File: src/core/pcsr_defs.vh
// Constants for the port control and status register bank.
// Assumes byte addresses on an 8-bit register address port.
`ifndef PCSR_DEFS_VH
`define PCSR_DEFS_VH

// ==========================================================
// Register byte offsets
`define PCSR_OFS_INT_STATUS 8'hE0
`define PCSR_OFS_INT_MASK 8'hE2
`define PCSR_OFS_MIR_BASIC_CTRL 8'hE4
`define PCSR_OFS_MIR_BASIC_STAT 8'hE6
`define PCSR_OFS_MIR_ADVERT 8'hEC
`define PCSR_OFS_MIR_PARTNER 8'hEE
`define PCSR_OFS_PORT_CONTROL 8'hF6
`define PCSR_OFS_PORT_STATUS 8'hF8
`define PCSR_OFS_RSVD_FIRST 8'hFA
`define PCSR_OFS_RSVD_LAST 8'hFF

// ==========================================================
// Port control field positions
`define PCSR_CTL_LED_OFF 15
`define PCSR_CTL_TX_DIS 14
`define PCSR_CTL_AN_RESTART 13
`define PCSR_CTL_MDIX_DIS 10
`define PCSR_CTL_FORCE_MDIX 9
`define PCSR_CTL_AN_EN 7
`define PCSR_CTL_SPEED 6
`define PCSR_CTL_DUPLEX 5
`define PCSR_CTL_ADV_HI 4
`define PCSR_CTL_ADV_LO 0

// ==========================================================
// Port status field positions
`define PCSR_STA_ALGO 15
`define PCSR_STA_POLARITY 13
`define PCSR_STA_SPEED 10
`define PCSR_STA_DUPLEX 9
`define PCSR_STA_STRAIGHT 7
`define PCSR_STA_AN_DONE 6
`define PCSR_STA_LINK 5

// ==========================================================
// Mirrored basic control field positions
`define PCSR_MBC_LED_OFF 0
`define PCSR_MBC_TX_DIS 1
`define PCSR_MBC_MDIX_DIS 3
`define PCSR_MBC_FORCE_MDIX 4
`define PCSR_MBC_ALGO 5
`define PCSR_MBC_DUPLEX 8
`define PCSR_MBC_AN_RESTART 9
`define PCSR_MBC_AN_EN 12
`define PCSR_MBC_SPEED 13

// Mirrored basic status field positions
`define PCSR_MBS_LINK 2
`define PCSR_MBS_AN_DONE 5

// Ability positions in the mirrored advertisement and partner views
`define PCSR_ABL_PAUSE 10
`define PCSR_ABL_100F 8
`define PCSR_ABL_100H 7
`define PCSR_ABL_10F 6
`define PCSR_ABL_10H 5
`define PCSR_ABL_SEL_HI 4

// ==========================================================
// Reset values
`define PCSR_CTL_RESET 16'h00FF
`define PCSR_ALGO_RESET 1'b1
`define PCSR_SELECTOR 5'h01
`define PCSR_MASK_RESET 3'h0

// Interrupt event positions
`define PCSR_EV_LINK 0
`define PCSR_EV_AN_DONE 1
`define PCSR_EV_POLARITY 2

`endif

File: src/core/pcsr_regs.v
// Port control and status register bank for the single Ethernet port.
// Assumes one clock, synchronous status inputs from the PHY machinery,
// and a master that keeps strobes one cycle long and never overlapping.
// Reserved control bits 12, 11 and 8 are kept as plain storage.
`include "pcsr_defs.vh"
`timescale 1ns/1ps
`default_nettype none

module pcsr_regs #(
   parameter ADDR_W = 8,
   parameter DATA_W = 16,
   parameter NUM_IND = 4,
   parameter NUM_EV = 3
) (
   input wire core_clk_i,
   input wire resetn_i,
   // Register port
   input wire [ADDR_W-1:0] reg_addr_i,
   input wire [DATA_W-1:0] reg_wdata_i,
   input wire reg_wr_i,
   input wire reg_rd_i,
   output wire [DATA_W-1:0] reg_rdata_o,
   // Indicator drive
   input wire [NUM_IND-1:0] indicator_normal_i,
   output wire port_indicator_3_o,
   output wire port_indicator_2_o,
   output wire port_indicator_1_o,
   output wire port_indicator_0_o,
   // Controls towards the PHY machinery
   output wire tx_disable_o,
   output wire an_restart_o,
   output wire an_enable_o,
   output wire force_speed_100_o,
   output wire force_duplex_full_o,
   output wire mdix_auto_disable_o,
   output wire force_crossed_o,
   output wire crossover_algorithm_select_o,
   output wire [4:0] advertise_o,
   // State from the PHY machinery
   input wire polarity_reversed_i,
   input wire speed_100_i,
   input wire duplex_full_i,
   input wire wiring_straight_i,
   input wire an_done_i,
   input wire link_good_i,
   input wire [4:0] partner_ability_i,
   // Interrupt
   output wire irq_o
);

   // ==========================================================
   // Storage
   reg [DATA_W-1:0] port_control_reg;
   reg [DATA_W-1:0] port_control_next;
   reg algo_reg;
   reg algo_next;
   // Restart pulse is kept apart from the stored bit, which only reads back
   reg an_restart_reg;
   reg an_restart_next;
   // Registered read data; the bus sees it in the cycle after the strobe
   reg [DATA_W-1:0] rdata_reg;
   reg [DATA_W-1:0] rdata_next;
   // Interrupt state: sticky events, enables and last seen input levels
   reg [NUM_EV-1:0] int_status_reg;
   reg [NUM_EV-1:0] int_status_next;
   reg [NUM_EV-1:0] int_mask_reg;
   reg [NUM_EV-1:0] int_mask_next;
   reg [NUM_EV-1:0] ev_prev_reg;

   wire wr_ctl;
   wire wr_sta;
   wire wr_mbc;
   wire wr_adv;
   wire wr_ist;
   wire wr_msk;
   wire rsv_hit;
   reg [DATA_W-1:0] status_view;
   wire [DATA_W-1:0] mbc_view;
   reg [DATA_W-1:0] mbs_view;
   reg [DATA_W-1:0] adv_view;
   reg [DATA_W-1:0] lpa_view;
   wire [NUM_EV-1:0] ev_now;
   wire [NUM_EV-1:0] ev_hit;
   wire [NUM_EV-1:0] ev_clr;

   // ==========================================================
   // Write decode
   assign wr_ctl = reg_wr_i && (reg_addr_i == `PCSR_OFS_PORT_CONTROL);
   assign wr_sta = reg_wr_i && (reg_addr_i == `PCSR_OFS_PORT_STATUS);
   assign wr_mbc = reg_wr_i && (reg_addr_i == `PCSR_OFS_MIR_BASIC_CTRL);
   assign wr_adv = reg_wr_i && (reg_addr_i == `PCSR_OFS_MIR_ADVERT);
   assign wr_ist = reg_wr_i && (reg_addr_i == `PCSR_OFS_INT_STATUS);
   assign wr_msk = reg_wr_i && (reg_addr_i == `PCSR_OFS_INT_MASK);

   // Map of the bank, by byte offset:
   //   E0 interrupt status, write one to clear
   //   E2 interrupt mask
   //   E4 mirrored basic control, E6 mirrored basic status
   //   EC mirrored advertisement, EE mirrored partner ability
   //   F6 port control, F8 port status
   //   FA up to the top of the map is reserved
   // Only exact matches are decoded, so odd offsets and the reserved tail
   // can never disturb stored state.
   // The reserved tail runs to the last byte of the 8-bit map
   assign rsv_hit = (reg_addr_i >= `PCSR_OFS_RSVD_FIRST);

   // ==========================================================
   // Control storage next state
   // Both views land in one register, so neither view can go stale.
   always @* begin
      port_control_next = port_control_reg;
      algo_next = algo_reg;
      an_restart_next = 1'b0;
      // One address per strobe, so at most one of these blocks applies
      if (wr_ctl) begin
         port_control_next = reg_wdata_i;
         an_restart_next = reg_wdata_i[`PCSR_CTL_AN_RESTART];
      end
      if (wr_sta) begin
         // Only the algorithm bit of the status word is writable
         algo_next = reg_wdata_i[`PCSR_STA_ALGO];
      end
      // Mirrored basic control: shared bits land in the one word, except the algorithm bit, which goes to algo_reg
      if (wr_mbc) begin
         port_control_next[`PCSR_CTL_LED_OFF] =
            reg_wdata_i[`PCSR_MBC_LED_OFF];
         port_control_next[`PCSR_CTL_TX_DIS] =
            reg_wdata_i[`PCSR_MBC_TX_DIS];
         port_control_next[`PCSR_CTL_AN_RESTART] =
            reg_wdata_i[`PCSR_MBC_AN_RESTART];
         port_control_next[`PCSR_CTL_MDIX_DIS] =
            reg_wdata_i[`PCSR_MBC_MDIX_DIS];
         port_control_next[`PCSR_CTL_FORCE_MDIX] =
            reg_wdata_i[`PCSR_MBC_FORCE_MDIX];
         port_control_next[`PCSR_CTL_AN_EN] =
            reg_wdata_i[`PCSR_MBC_AN_EN];
         port_control_next[`PCSR_CTL_SPEED] =
            reg_wdata_i[`PCSR_MBC_SPEED];
         port_control_next[`PCSR_CTL_DUPLEX] =
            reg_wdata_i[`PCSR_MBC_DUPLEX];
         algo_next = reg_wdata_i[`PCSR_MBC_ALGO];
         an_restart_next = reg_wdata_i[`PCSR_MBC_AN_RESTART];
      end
      // Mirrored advertisement: selector and reserved bits are dropped
      if (wr_adv) begin
         port_control_next[4] = reg_wdata_i[`PCSR_ABL_PAUSE];
         port_control_next[3] = reg_wdata_i[`PCSR_ABL_100F];
         port_control_next[2] = reg_wdata_i[`PCSR_ABL_100H];
         port_control_next[1] = reg_wdata_i[`PCSR_ABL_10F];
         port_control_next[0] = reg_wdata_i[`PCSR_ABL_10H];
      end
   end

   // Control registers; reset gives negotiation on, all abilities offered
   // Synchronous reset only; every register here is a plain flop
   always @(posedge core_clk_i) begin
      if (!resetn_i) begin
         port_control_reg <= `PCSR_CTL_RESET;
         algo_reg <= `PCSR_ALGO_RESET;
         an_restart_reg <= 1'b0;
      end else begin
         port_control_reg <= port_control_next;
         algo_reg <= algo_next;
         an_restart_reg <= an_restart_next;
      end
   end

   // ==========================================================
   // Indicator drive: high turns an indicator off
   // The blanking bit overrides the normal activity levels, so software
   // can darken the port without touching the activity logic
   genvar gi;
   wire [NUM_IND-1:0] ind_drive;
   generate
      for (gi = 0; gi < NUM_IND; gi = gi + 1) begin : g_ind
         assign ind_drive[gi] = port_control_reg[`PCSR_CTL_LED_OFF] |
            indicator_normal_i[gi];
      end
   endgenerate
   assign port_indicator_3_o = ind_drive[3];
   assign port_indicator_2_o = ind_drive[2];
   assign port_indicator_1_o = ind_drive[1];
   assign port_indicator_0_o = ind_drive[0];

   // ==========================================================
   // Controls towards the PHY machinery
   assign tx_disable_o = port_control_reg[`PCSR_CTL_TX_DIS];
   // One-cycle pulse per write of one; the stored bit only reads back
   assign an_restart_o = an_restart_reg;
   assign an_enable_o = port_control_reg[`PCSR_CTL_AN_EN];
   assign force_speed_100_o = port_control_reg[`PCSR_CTL_SPEED];
   // Also consulted by the PHY when negotiation fails
   assign force_duplex_full_o =
      port_control_reg[`PCSR_CTL_DUPLEX];
   assign mdix_auto_disable_o =
      port_control_reg[`PCSR_CTL_MDIX_DIS];
   // Force only takes effect while automatic detection is off
   assign force_crossed_o = port_control_reg[`PCSR_CTL_MDIX_DIS] &
      port_control_reg[`PCSR_CTL_FORCE_MDIX];
   assign crossover_algorithm_select_o = algo_reg;
   assign advertise_o = port_control_reg[`PCSR_CTL_ADV_HI:`PCSR_CTL_ADV_LO];
   // (above)

   // ==========================================================
   // Read views
   // Status word: read-only fields come straight from the PHY side,
   // so a write to this offset can only reach the algorithm bit
   always @* begin
      status_view = {DATA_W{1'b0}};
      status_view[`PCSR_STA_ALGO] = algo_reg;
      status_view[`PCSR_STA_POLARITY] = polarity_reversed_i;
      status_view[`PCSR_STA_SPEED] = speed_100_i;
      status_view[`PCSR_STA_DUPLEX] = duplex_full_i;
      status_view[`PCSR_STA_STRAIGHT] = wiring_straight_i;
      status_view[`PCSR_STA_AN_DONE] = an_done_i;
      status_view[`PCSR_STA_LINK] = link_good_i;
      status_view[4:0] = partner_ability_i;
   end

   // Mirrored basic control: only the shared bits read back
   // Restart reads back as last written; the pulse is separate
   assign mbc_view = {2'b00,
      port_control_reg[`PCSR_CTL_SPEED],
      port_control_reg[`PCSR_CTL_AN_EN],
      2'b00,
      port_control_reg[`PCSR_CTL_AN_RESTART],
      port_control_reg[`PCSR_CTL_DUPLEX],
      2'b00,
      algo_reg,
      port_control_reg[`PCSR_CTL_FORCE_MDIX],
      port_control_reg[`PCSR_CTL_MDIX_DIS],
      1'b0,
      port_control_reg[`PCSR_CTL_TX_DIS],
      port_control_reg[`PCSR_CTL_LED_OFF]};

   // Mirrored basic status: the same live levels as the port status word
   always @* begin
      mbs_view = {DATA_W{1'b0}};
      mbs_view[`PCSR_MBS_AN_DONE] = an_done_i;
      mbs_view[`PCSR_MBS_LINK] = link_good_i;
   end

   // Advertisement view: abilities sit at their standard positions and
   // the selector field is a constant, so writes cannot change it
   always @* begin
      adv_view = {DATA_W{1'b0}};
      adv_view[`PCSR_ABL_PAUSE] = port_control_reg[4];
      adv_view[`PCSR_ABL_100F] = port_control_reg[3];
      adv_view[`PCSR_ABL_100H] = port_control_reg[2];
      adv_view[`PCSR_ABL_10F] = port_control_reg[1];
      adv_view[`PCSR_ABL_10H] = port_control_reg[0];
      adv_view[`PCSR_ABL_SEL_HI:0] = `PCSR_SELECTOR;
   end

   // Partner view uses the same layout; its low field reads the constant
   always @* begin
      lpa_view = {DATA_W{1'b0}};
      lpa_view[`PCSR_ABL_PAUSE] = partner_ability_i[4];
      lpa_view[`PCSR_ABL_100F] = partner_ability_i[3];
      lpa_view[`PCSR_ABL_100H] = partner_ability_i[2];
      lpa_view[`PCSR_ABL_10F] = partner_ability_i[1];
      lpa_view[`PCSR_ABL_10H] = partner_ability_i[0];
      lpa_view[`PCSR_ABL_SEL_HI:0] = `PCSR_SELECTOR;
   end

   // ==========================================================
   // Read mux; reserved and unmapped addresses read zero
   // Zero outside the read cycle keeps the data port quiet on idle cycles
   always @* begin
      rdata_next = {DATA_W{1'b0}};
      if (reg_rd_i && !rsv_hit) begin
         case (reg_addr_i)
            `PCSR_OFS_PORT_CONTROL: rdata_next = port_control_reg;
            `PCSR_OFS_PORT_STATUS: rdata_next = status_view;
            `PCSR_OFS_MIR_BASIC_CTRL: rdata_next = mbc_view;
            `PCSR_OFS_MIR_BASIC_STAT: rdata_next = mbs_view;
            `PCSR_OFS_MIR_ADVERT: rdata_next = adv_view;
            `PCSR_OFS_MIR_PARTNER: rdata_next = lpa_view;
            `PCSR_OFS_INT_STATUS:
               rdata_next = {{(DATA_W-NUM_EV){1'b0}}, int_status_reg};
            `PCSR_OFS_INT_MASK:
               rdata_next = {{(DATA_W-NUM_EV){1'b0}}, int_mask_reg};
            default: rdata_next = {DATA_W{1'b0}};
         endcase
      end
   end

   // Read data stands only in the cycle after the read strobe
   always @(posedge core_clk_i) begin
      if (!resetn_i) begin
         rdata_reg <= 16'h0000;
      end else begin
         rdata_reg <= rdata_next;
      end
   end
   assign reg_rdata_o = rdata_reg;

   // ==========================================================
   // Interrupt events: link change, negotiation done, polarity change
   // Event order matches the interrupt status bit positions
   assign ev_now = {polarity_reversed_i, an_done_i, link_good_i};
   // Write-one-to-clear: only a write to the status offset clears
   assign ev_clr = wr_ist ? reg_wdata_i[NUM_EV-1:0] : {NUM_EV{1'b0}};

   // Edge detection per event bit
   generate
      for (gi = 0; gi < NUM_EV; gi = gi + 1) begin : g_ev
         // Negotiation counts on rising edge only, others on any change
         if (gi == `PCSR_EV_AN_DONE) begin : g_rise
            assign ev_hit[gi] = ev_now[gi] & ~ev_prev_reg[gi];
         end else begin : g_chg
            assign ev_hit[gi] = ev_now[gi] ^ ev_prev_reg[gi];
         end
      end
   endgenerate

   // Sticky next state; a set in the clearing cycle wins, so software
   // can never wipe out an event that it has not yet seen
   always @* begin
      int_status_next = ev_hit | (int_status_reg & ~ev_clr);
   end

   // Sticky bits and last levels share one process, one driver per bit.
   // Last levels reset low: an input already high at release is an event.
   always @(posedge core_clk_i) begin
      if (!resetn_i) begin
         int_status_reg <= {NUM_EV{1'b0}};
         ev_prev_reg <= {NUM_EV{1'b0}};
      end else begin
         int_status_reg <= int_status_next;
         ev_prev_reg <= ev_now;
      end
   end

   // Mask register
   // Resets to all zero, so nothing interrupts before software opts in
   always @* begin
      int_mask_next = int_mask_reg;
      if (wr_msk) begin
         int_mask_next = reg_wdata_i[NUM_EV-1:0];
      end
   end

   always @(posedge core_clk_i) begin
      if (!resetn_i) begin
         int_mask_reg <= `PCSR_MASK_RESET;
      end else begin
         int_mask_reg <= int_mask_next;
      end
   end

   // Level interrupt while any enabled sticky bit is set
   // Drops in the cycle after the clearing write, as the bits are flops
   assign irq_o = |(int_status_reg & int_mask_reg);

endmodule // pcsr_regs

`default_nettype wire

File: config.mk
export PLATFORM = sky130hd
export DESIGN_NAME = pcsr_regs
export DESIGN_NICKNAME = d
export VERILOG_FILES = /design/src/core/pcsr_regs.v
export VERILOG_INCLUDE_DIRS = /design/src /design/src/core
export SDC_FILE = /design/constraint.sdc
export NUM_CORES = 1
export LEC_CHECK = 0
export ABC_AREA = 1
export BUFFER_PORTS_ARGS = -buffer_cell sky130_fd_sc_hd__clkbuf_2
export CAP_MARGIN = 30
export CORE_ASPECT_RATIO = 0.7
export CORE_MARGIN = 5
export CORE_UTILIZATION = 50
export DETAILED_ROUTE_END_ITERATION = 10
export PLACE_DENSITY = 0.82
export SYNTH_ARGS = -nofsm -noshare
export SYNTH_HDL_FRONTEND = slang
export SYNTH_SLANG_ARGS = --single-unit
File: constraint.sdc
create_clock -name core_clk_i -period 1.2 [get_ports core_clk_i]
set_clock_uncertainty 0.15 [all_clocks]
set_input_delay 0.06 -clock core_clk_i [delete_from_list [all_inputs] [get_ports core_clk_i]]
set_output_delay 0.06 -clock core_clk_i [all_outputs]
set_load 0.02 [all_outputs]
* Word-level counts from Yosys, hierarchy flattened *
Cells that the tools add are included.

storage, ports and cells
  flip-flop bits (word level) = 43
  output and inout bits = 34

operators by class
  order comparisons = 1
  eq/ne operators = 8
  muxes and demuxes = 11
  bitwise gates (word level) = 13
  reduce and logical (&&, ||, !) cells = 13

operators with widths
  kind                count
  $pmux 16 s8         1
  $eq 8x8->1 const B  8
  $mux 16             1
  $mux 3              3
  $ge 8x8->1 const B  1
  $logic_and 1x1->1   7
  $and 3x3->3         2
  $reduce_bool 2->1   3
  $mux 5              1
  $mux 1              4
  $or 1x1->1          4
  $not 3->3           1
  $or 3x3->3          1
  $reduce_or 3->1     1
  $and 1x1->1         2
  $mux 2              1
  $reduce_and 2->1    1
  $xor 1x1->1         2
  $logic_not 1->1     1
  $not 1->1           1

* Longest topological paths before layout *
Gate-level depths: netlist of run 1.

  depth after elaboration = 6
  depth in mapped cells = 9

* Least setup slack after synthesis of run 1 *
No wires, ideal clock.

  kind = input -> register
  from = input reg_addr_i[0]
  to = register port_control_reg[5]
  arrival = 780 ps
  required time = 912 ps
  path slack = 132 ps
  stages = 8
  buffers on the path = 0
  cells stage by stage = inv_2 > nand2_2 > nor2_4 > nand3_4 > nand2_2 > inv_2 > nand2_1 > nand4_1

on the way
  longest elaborated chain between the ends = 3
  elaborated cells between the ends (all ways) = 6

RTL lines
  what                                                RTL line                        source
  start, declared                                     pcsr_regs.v:18                  input wire [ADDR_W-1:0] reg_addr_i,
  $eq 8x8->1                                          -
  $logic_and 1x1->1 (on tied branches)                pcsr_regs.v:90, pcsr_regs.v:88
  $mux 3 / $reduce_bool 2->1 (equally long branches)  -
  end signal, assigned                                pcsr_regs.v:158                 port_control_reg <= `PCSR_CTL_RESET;
  end signal, assigned                                pcsr_regs.v:162                 port_control_reg <= port_control_next;
  end, declared                                       pcsr_regs.v:53                  reg [DATA_W-1:0] port_control_reg;

Several ways; a longest one is shown, not always the timed one.
A chain may end at the register's enable or synchronous reset.

* Worst setup path in the final report of run 1 *
  from = register port_control_reg[15]
  to = output port_indicator_2_o

on the way
  longest elaborated chain between the ends = 1

RTL lines
  what           RTL line         source
  $or 1x1->1     pcsr_regs.v:176  assign ind_drive[gi] = port_control_reg[`PCSR_CTL_LED_OFF] |
  end, declared  pcsr_regs.v:26   output wire port_indicator_2_o,

Every way passes these cells.

==> results of run 1 <==
[Yosys cell counts (all sizes together)]
cell	number	area share
a21oi	13	0.028
buf	14	0.042
clkbuf	2	0.0033
dfxtp	43	0.38
inv	35	0.057
nand2	99	0.17
nand3	48	0.11
nand4	15	0.041
nor2	55	0.11
nor3	2	0.0044
nor3b	1	0.0033
o211ai	3	0.0098
o21ai	11	0.024
or2	4	0.011
xnor2	2	0.0076
[cell families (layout without fill, tap and decap cells)]
kind of cell,Yosys count,count (layout)
compound gates,27,27
xor+xnor,2,2
buf+inv,51,175
flops,43,43
simple gates,224,224
[worst min-delay path by stage]
stage / slack [ps] / to / cells past startpoint
floorplan: 3 / ev_prev_reg[0] / 2
global placement: 150 / port_control_reg[7] / 3
detailed placement: 160 / port_control_reg[7] / 3
CTS: 1 / reg_rdata_o[9] / 5
global route: 20 / reg_rdata_o[9] / 5
finish: 4 / reg_rdata_o[9] / 5
[routing by layer]
metal,vias to the layer above,GRT usage
met4,0,0.0495
met5,-,0
li1,1360,-
met2,176,0.430
met1,1241,0.345
met3,8,0.0722
[worst min-delay path: cells and delay by family]
| family | cells | cell delay, ps |
|---|---|---|
| buffers and inverters | 3 | 170 |
| AND/OR/NAND/NOR | 2 | 170 |
[area by class of cell]
class	count	area, sq um	share of cell area
clock inverter	2	13.8	0.00418
multi-input combinational	253	1210	0.369
clock buffer	5	68.8	0.0209
tap	55	68.8	0.0209
inverter	35	136	0.0415
sequential	43	876	0.266
timing repair buffer	133	913	0.278
[through the flow]
stage / instances / cell area [sq um] / power (mW) / TNS (ps)
after floorplan: 347 / 2290 / 1.63 / 0
after global placement: 492 / 2860 / 1.80 / -3460
after detailed placement: 492 / 2860 / 1.81 / -4520
after CTS: 525 / 3260 / 2.76 / -220
after global routing: 526 / 3290 / 2.88 / -314
final: 526 / 3290 / 2.78 / -187
[power by group through the flow]
stage               registers (mW)  logic (mW)  clock network, mW
floorplan                     1.49       0.142                  0
global placement              1.49       0.311                  0
detailed placement            1.49       0.317                  0
CTS                           1.46       0.399              0.906
global route                  1.46       0.446              0.977
finish                        1.46       0.416              0.904
[timing repair]
item | in CTS | in global routing
gates resized for setup | 17 | 15
hold endpoints to repair | 29 | 0
setup buffers | 1 | 1
pin swaps | 4 | 3
hold buffers | 25 | 0
setup endpoints to repair | 5 | 10
==> flow_summary.json, run 1 <==
{
  "ant_nets": 0,
  "tightest_slew_ps": 322,
  "r2r_setup_slack_ps": 120,
  "port-buffer-count": 76,
  "synth_nets": 390,
  "viasPerCell": 5.29,
  "slew_headroom": 0.785,
  "cts.path.max_buffers": 2,
  "design.core.area_sq_um": 4380,
  "path_cells": "or2_4 -> buf_8",
  "dieArea_sq_um": 6060,
  "grt-ovfl-total": 0,
  "startpoint": "port_control_reg[15]",
  "rows": 20,
  "slew_viol_final": 0,
  "syn_inst": 347,
  "yosys.cell_types.count": 24,
  "rsz0062_at_grt": "true",
  "clkPwrFrac": 0.325,
  "yosys.area_share.simple": 0.452,
  "critPathTopFamily": "flip-flops",
  "start_util": 0.524,
  "wl_met2_mm": 3.50,
  "crit_fanout": 5,
  "synth_fa_ha_area_frac": 0,
  "rr_worst_depth": 5,
  "crit_buf_inv": 1,
  "period_share": 1.04,
  "synthXorXnorAreaFrac": 0.00764,
  "muxShareOfSynthArea": 0,
  "dp_slack_ps": -188,
  "wl_mm": 7.79,
  "antenna_cells": 0,
  "ys_ff_latch": 43,
  "drc_errors": 0,
  "yosysWarnings": 0,
  "globalRouteTotalUtil": 0.261,
  "final.fill_count": 348,
  "finalCoreUtilization": 0.751,
  "p_switching_mw": 0.733,
  "powerDensity_nw_per_um2": 845,
  "avgSynthCellArea_sq_um": 6.61,
  "synth_top_family_by_area": "simple AND/OR/NAND/NOR gates",
  "die_h_um": 66.7,
  "seqPwrFrac": 0.525,
  "synth-compound-area-share": 0.0622,
  "finalCriticalPeriod_ps": 1250,
  "cts_buffers": 5,
  "share_comb_of_total_power": 0.150,
  "layout_common_cells": "nand2_1, clkbuf_2, nor2_1",
  "clk-insertion-delay-late_ps": 300,
  "path_clk_slew_ps": 80,
  "antenna_found_initial": 0,
  "wl_met1_mm": 3.33,
  "grt_pass1_vias": 2617,
  "startpoint_type": "flop",
  "met3_length_um": 920,
  "worstSetupPathType": "flop to output port",
  "grt_max_degree": 14,
  "peakVddDrop_uv": 554,
  "pin_count": 77,
  "ys_seq_area_frac": 0.375,
  "drive_gt1_frac": 0.321,
  "crit_arrival_ps": 1040,
  "fmax_ghz": 0.801,
  "grt_pass1_wl_mm": 12.6,
  "routedWlPerCell_um": 14.8,
  "status": "finished with violations",
  "cap_violations": 0,
  "crit_slowest_cell": "dfxtp_4",
  "netlist_area_sq_um": 2290,
  "crit_path_end_kind": "output port",
  "routabilityCongestion": 0.965,
  "p_leak_nw": 1.67,
  "crit_required_ps": 990,
  "hp-start": "reg_rd_i",
  "highest_layer": "met4",
  "dp_hpwl_mm": 5.75,
  "clock-sinks": 43,
  "path_depth": 2,
  "fin_nets": 514,
  "cts_root_buf": "clkbuf_8",
  "finalHoldViolations": 0,
  "cts.htree.levels": 2,
  "holdWs_ps": 3.69,
  "timing.rr.end": "reg_rdata_o[0]",
  "area_growth_pct": 43.4,
  "violations": "negative setup slack",
  "p_int_mw": 2.05,
  "switching_share": 0.264,
  "finalSetupViolCount": 4,
  "cts_tree": "done",
  "routed-via-count": 2785,
  "die_x_um": 91.0,
  "firstDrtPassIters": 5,
  "worstSetupEndpoint": "port_indicator_2_o",
  "cpPeakStageDelay_ps": 380,
  "final_common_cell": "nand2_1",
  "reg2reg_from": "port_control_reg[15]",
  "hold_class": "primary input to flop",
  "finalWorstSetupSlack_ps": -48.5,
  "drtIter0Drc": 257
}
No activity file was read; power rests on OpenSTA's default activity.
==> run 2: changes to the inputs <==
--- a/config.mk
+++ b/config.mk
@@ -15,4 +15,5 @@
 export DETAILED_ROUTE_END_ITERATION = 10
 export PLACE_DENSITY = 0.82
+export RECOVER_POWER = 100
 export SYNTH_ARGS = -nofsm -noshare
 export SYNTH_HDL_FRONTEND = slang
--- a/constraint.sdc
+++ b/constraint.sdc
@@ -3,3 +3,3 @@
 set_input_delay 0.06 -clock core_clk_i [delete_from_list [all_inputs] [get_ports core_clk_i]]
 set_output_delay 0.06 -clock core_clk_i [all_outputs]
-set_load 0.02 [all_outputs]
+set_load 0.01 [all_outputs]
==> run 2 against run 1 <==
Against the previous run:
- the flow finishes with violations (negative hold slack, negative setup slack)
- critical path type unchanged
- critical endpoint is now port_indicator_1_o
- fmax up 1.1%
- utilization down 1.4 points
- via count down 0.47%
- largest cell class unchanged
==> flow_summary.json, run 2 (same netlist as run 1, synthesis figures left out) <==
{
  "status": "finished with violations",
  "violations": "negative hold slack, negative setup slack",
  "finalSetupViolCount": 6,
  "r2r_setup_slack_ps": 120,
  "tightest_slew_ps": 298,
  "drive_gt1_frac": 0.261,
  "reg2reg_from": "port_control_reg[4]",
  "rows": 20,
  "period_share": 1.03,
  "timing.rr.end": "reg_rdata_o[10]",
  "start_util": 0.524,
  "final.fill_count": 372,
  "slew_viol_final": 0,
  "dieArea_sq_um": 6060,
  "grt_pass1_wl_mm": 12.5,
  "p_leak_nw": 1.56,
  "regArea_sq_um": 870,
  "firstDrtPassIters": 5,
  "worstSetupPathType": "flop to output port",
  "viasPerCell": 5.27,
  "wl_mm": 7.69,
  "fmax_ghz": 0.810,
  "worstSetupEndpoint": "port_indicator_1_o",
  "grt_max_degree": 14,
  "drtIter0Drc": 248,
  "cts.htree.levels": 2,
  "finalHoldViolations": 1,
  "routabilityCongestion": 0.965,
  "clock-sinks": 43,
  "crit_arrival_ps": 1020,
  "globalRouteTotalUtil": 0.257,
  "crit_fanout": 5,
  "rsz0062_at_grt": "true",
  "powerDensity_nw_per_um2": 854,
  "crit_path_end_kind": "output port",
  "startpoint_type": "flop",
  "routed-via-count": 2772,
  "peakVddDrop_uv": 557,
  "final_common_cell": "nand2_1",
  "cts.path.max_buffers": 2,
  "hold_class": "primary input to flop",
  "fin_tns_setup_ps": -129,
  "grt-ovfl-total": 0,
  "grt_pass1_vias": 2587,
  "design.core.area_sq_um": 4380,
  "multiInputGateArea_sq_um": 1210,
  "dp_hpwl_mm": 5.75,
  "antenna_found_initial": 0,
  "stdcell_count": 526,
  "drc_errors": 0,
  "finalCriticalPeriod_ps": 1230,
  "holdWs_ps": -1.86,
  "routedWlPerCell_um": 14.6,
  "startpoint": "port_control_reg[15]",
  "layout_common_cells": "nand2_1, nor2_1, clkbuf_2",
  "clk-insertion-delay-late_ps": 300,
  "cts_tree": "done",
  "port-buffer-count": 76,
  "path_clk_slew_ps": 80,
  "cts_root_buf": "clkbuf_8",
  "area_growth_pct": 40.8,
  "pin_count": 77,
  "slew_headroom": 0.801,
  "rr_worst_depth": 4,
  "cts_buffers": 5,
  "die_x_um": 91.0,
  "finalCoreUtilization": 0.737,
  "crit_required_ps": 990,
  "finalWorstSetupSlack_ps": -34.4,
  "place_inst": 492,
  "ant_nets": 0,
  "cap_violations": 0,
  "die_h_um": 66.7,
  "fin_nets": 514,
  "antenna_cells": 0
}
[run 2: cell types whose count changed in the layout (fill, tap and decap cells not counted), sizes merged]
cell,before,now
buf,37,33
clkbuf,76,80
clkinv,2,3
inv,35,34
[run 2: worst max-delay path, cell delays in order, from the launching register on]
cell	delay, ps
dfxtp_4	380
or2_4	230
buf_6	120
[run 2: cell type report]
type | instances | share of cell area
Tap cell | 55 | 0.0213
Clock buffer | 5 | 0.0213
Sequential cell | 43 | 0.269
Inverter | 35 | 0.0419
Timing Repair Buffer | 133 | 0.266
Multi-Input combinational cell | 253 | 0.376
Clock inverter | 2 | 0.00426
[run 2: how the worst min path moves through the flow]
stage                         start                  end  slack, ps  depth (start not counted)
floorplan               link_good_i       ev_prev_reg[0]          3                          2
global placement    reg_wdata_i[12]  port_control_reg[7]        150                          3
global route               reg_rd_i       reg_rdata_o[9]         20                          5
finish                     reg_rd_i       reg_rdata_o[9]         -2                          5
detailed placement  reg_wdata_i[12]  port_control_reg[7]        160                          3
CTS                        reg_rd_i       reg_rdata_o[9]          1                          5
[run 2: metrics by stage]
stage                     area [sq um]  hold WS (ps)  power (mW)  worst slack, ps
after detailed placement          2860           156        1.80             -188
after CTS                         3220          1.20        2.74            -29.8
final                             3230         -1.86        2.76            -34.4
after floorplan                   2290          3.45        1.62              134
after global placement            2860           150        1.79             -142
after global routing              3230          20.5        2.86            -61.4
[run 2: power by group]
part,internal (mW),switching (mW),total [mW]
sequential,1.44,0.0150,1.46
clock,0.399,0.505,0.903
combinational,0.194,0.202,0.396
total,2.04,0.722,2.76
[run 2: repair_timing]
item / CTS / global route
endpoints found under the setup margin: 4 / 19
buffers inserted: 1 / 1
hold buffers: 25 / 0
hold endpoints to repair: 29 / 0
resized for setup: 6 / 21
pin swaps: 4 / 3
[run 2: layer usage]
layer	wire, um	global-route usage	share of wire
met4	66	0.0476	0.0086
met5	0	0	0
met3	934	0.0677	0.12
met2	3380	0.419	0.44
met1	3310	0.347	0.43
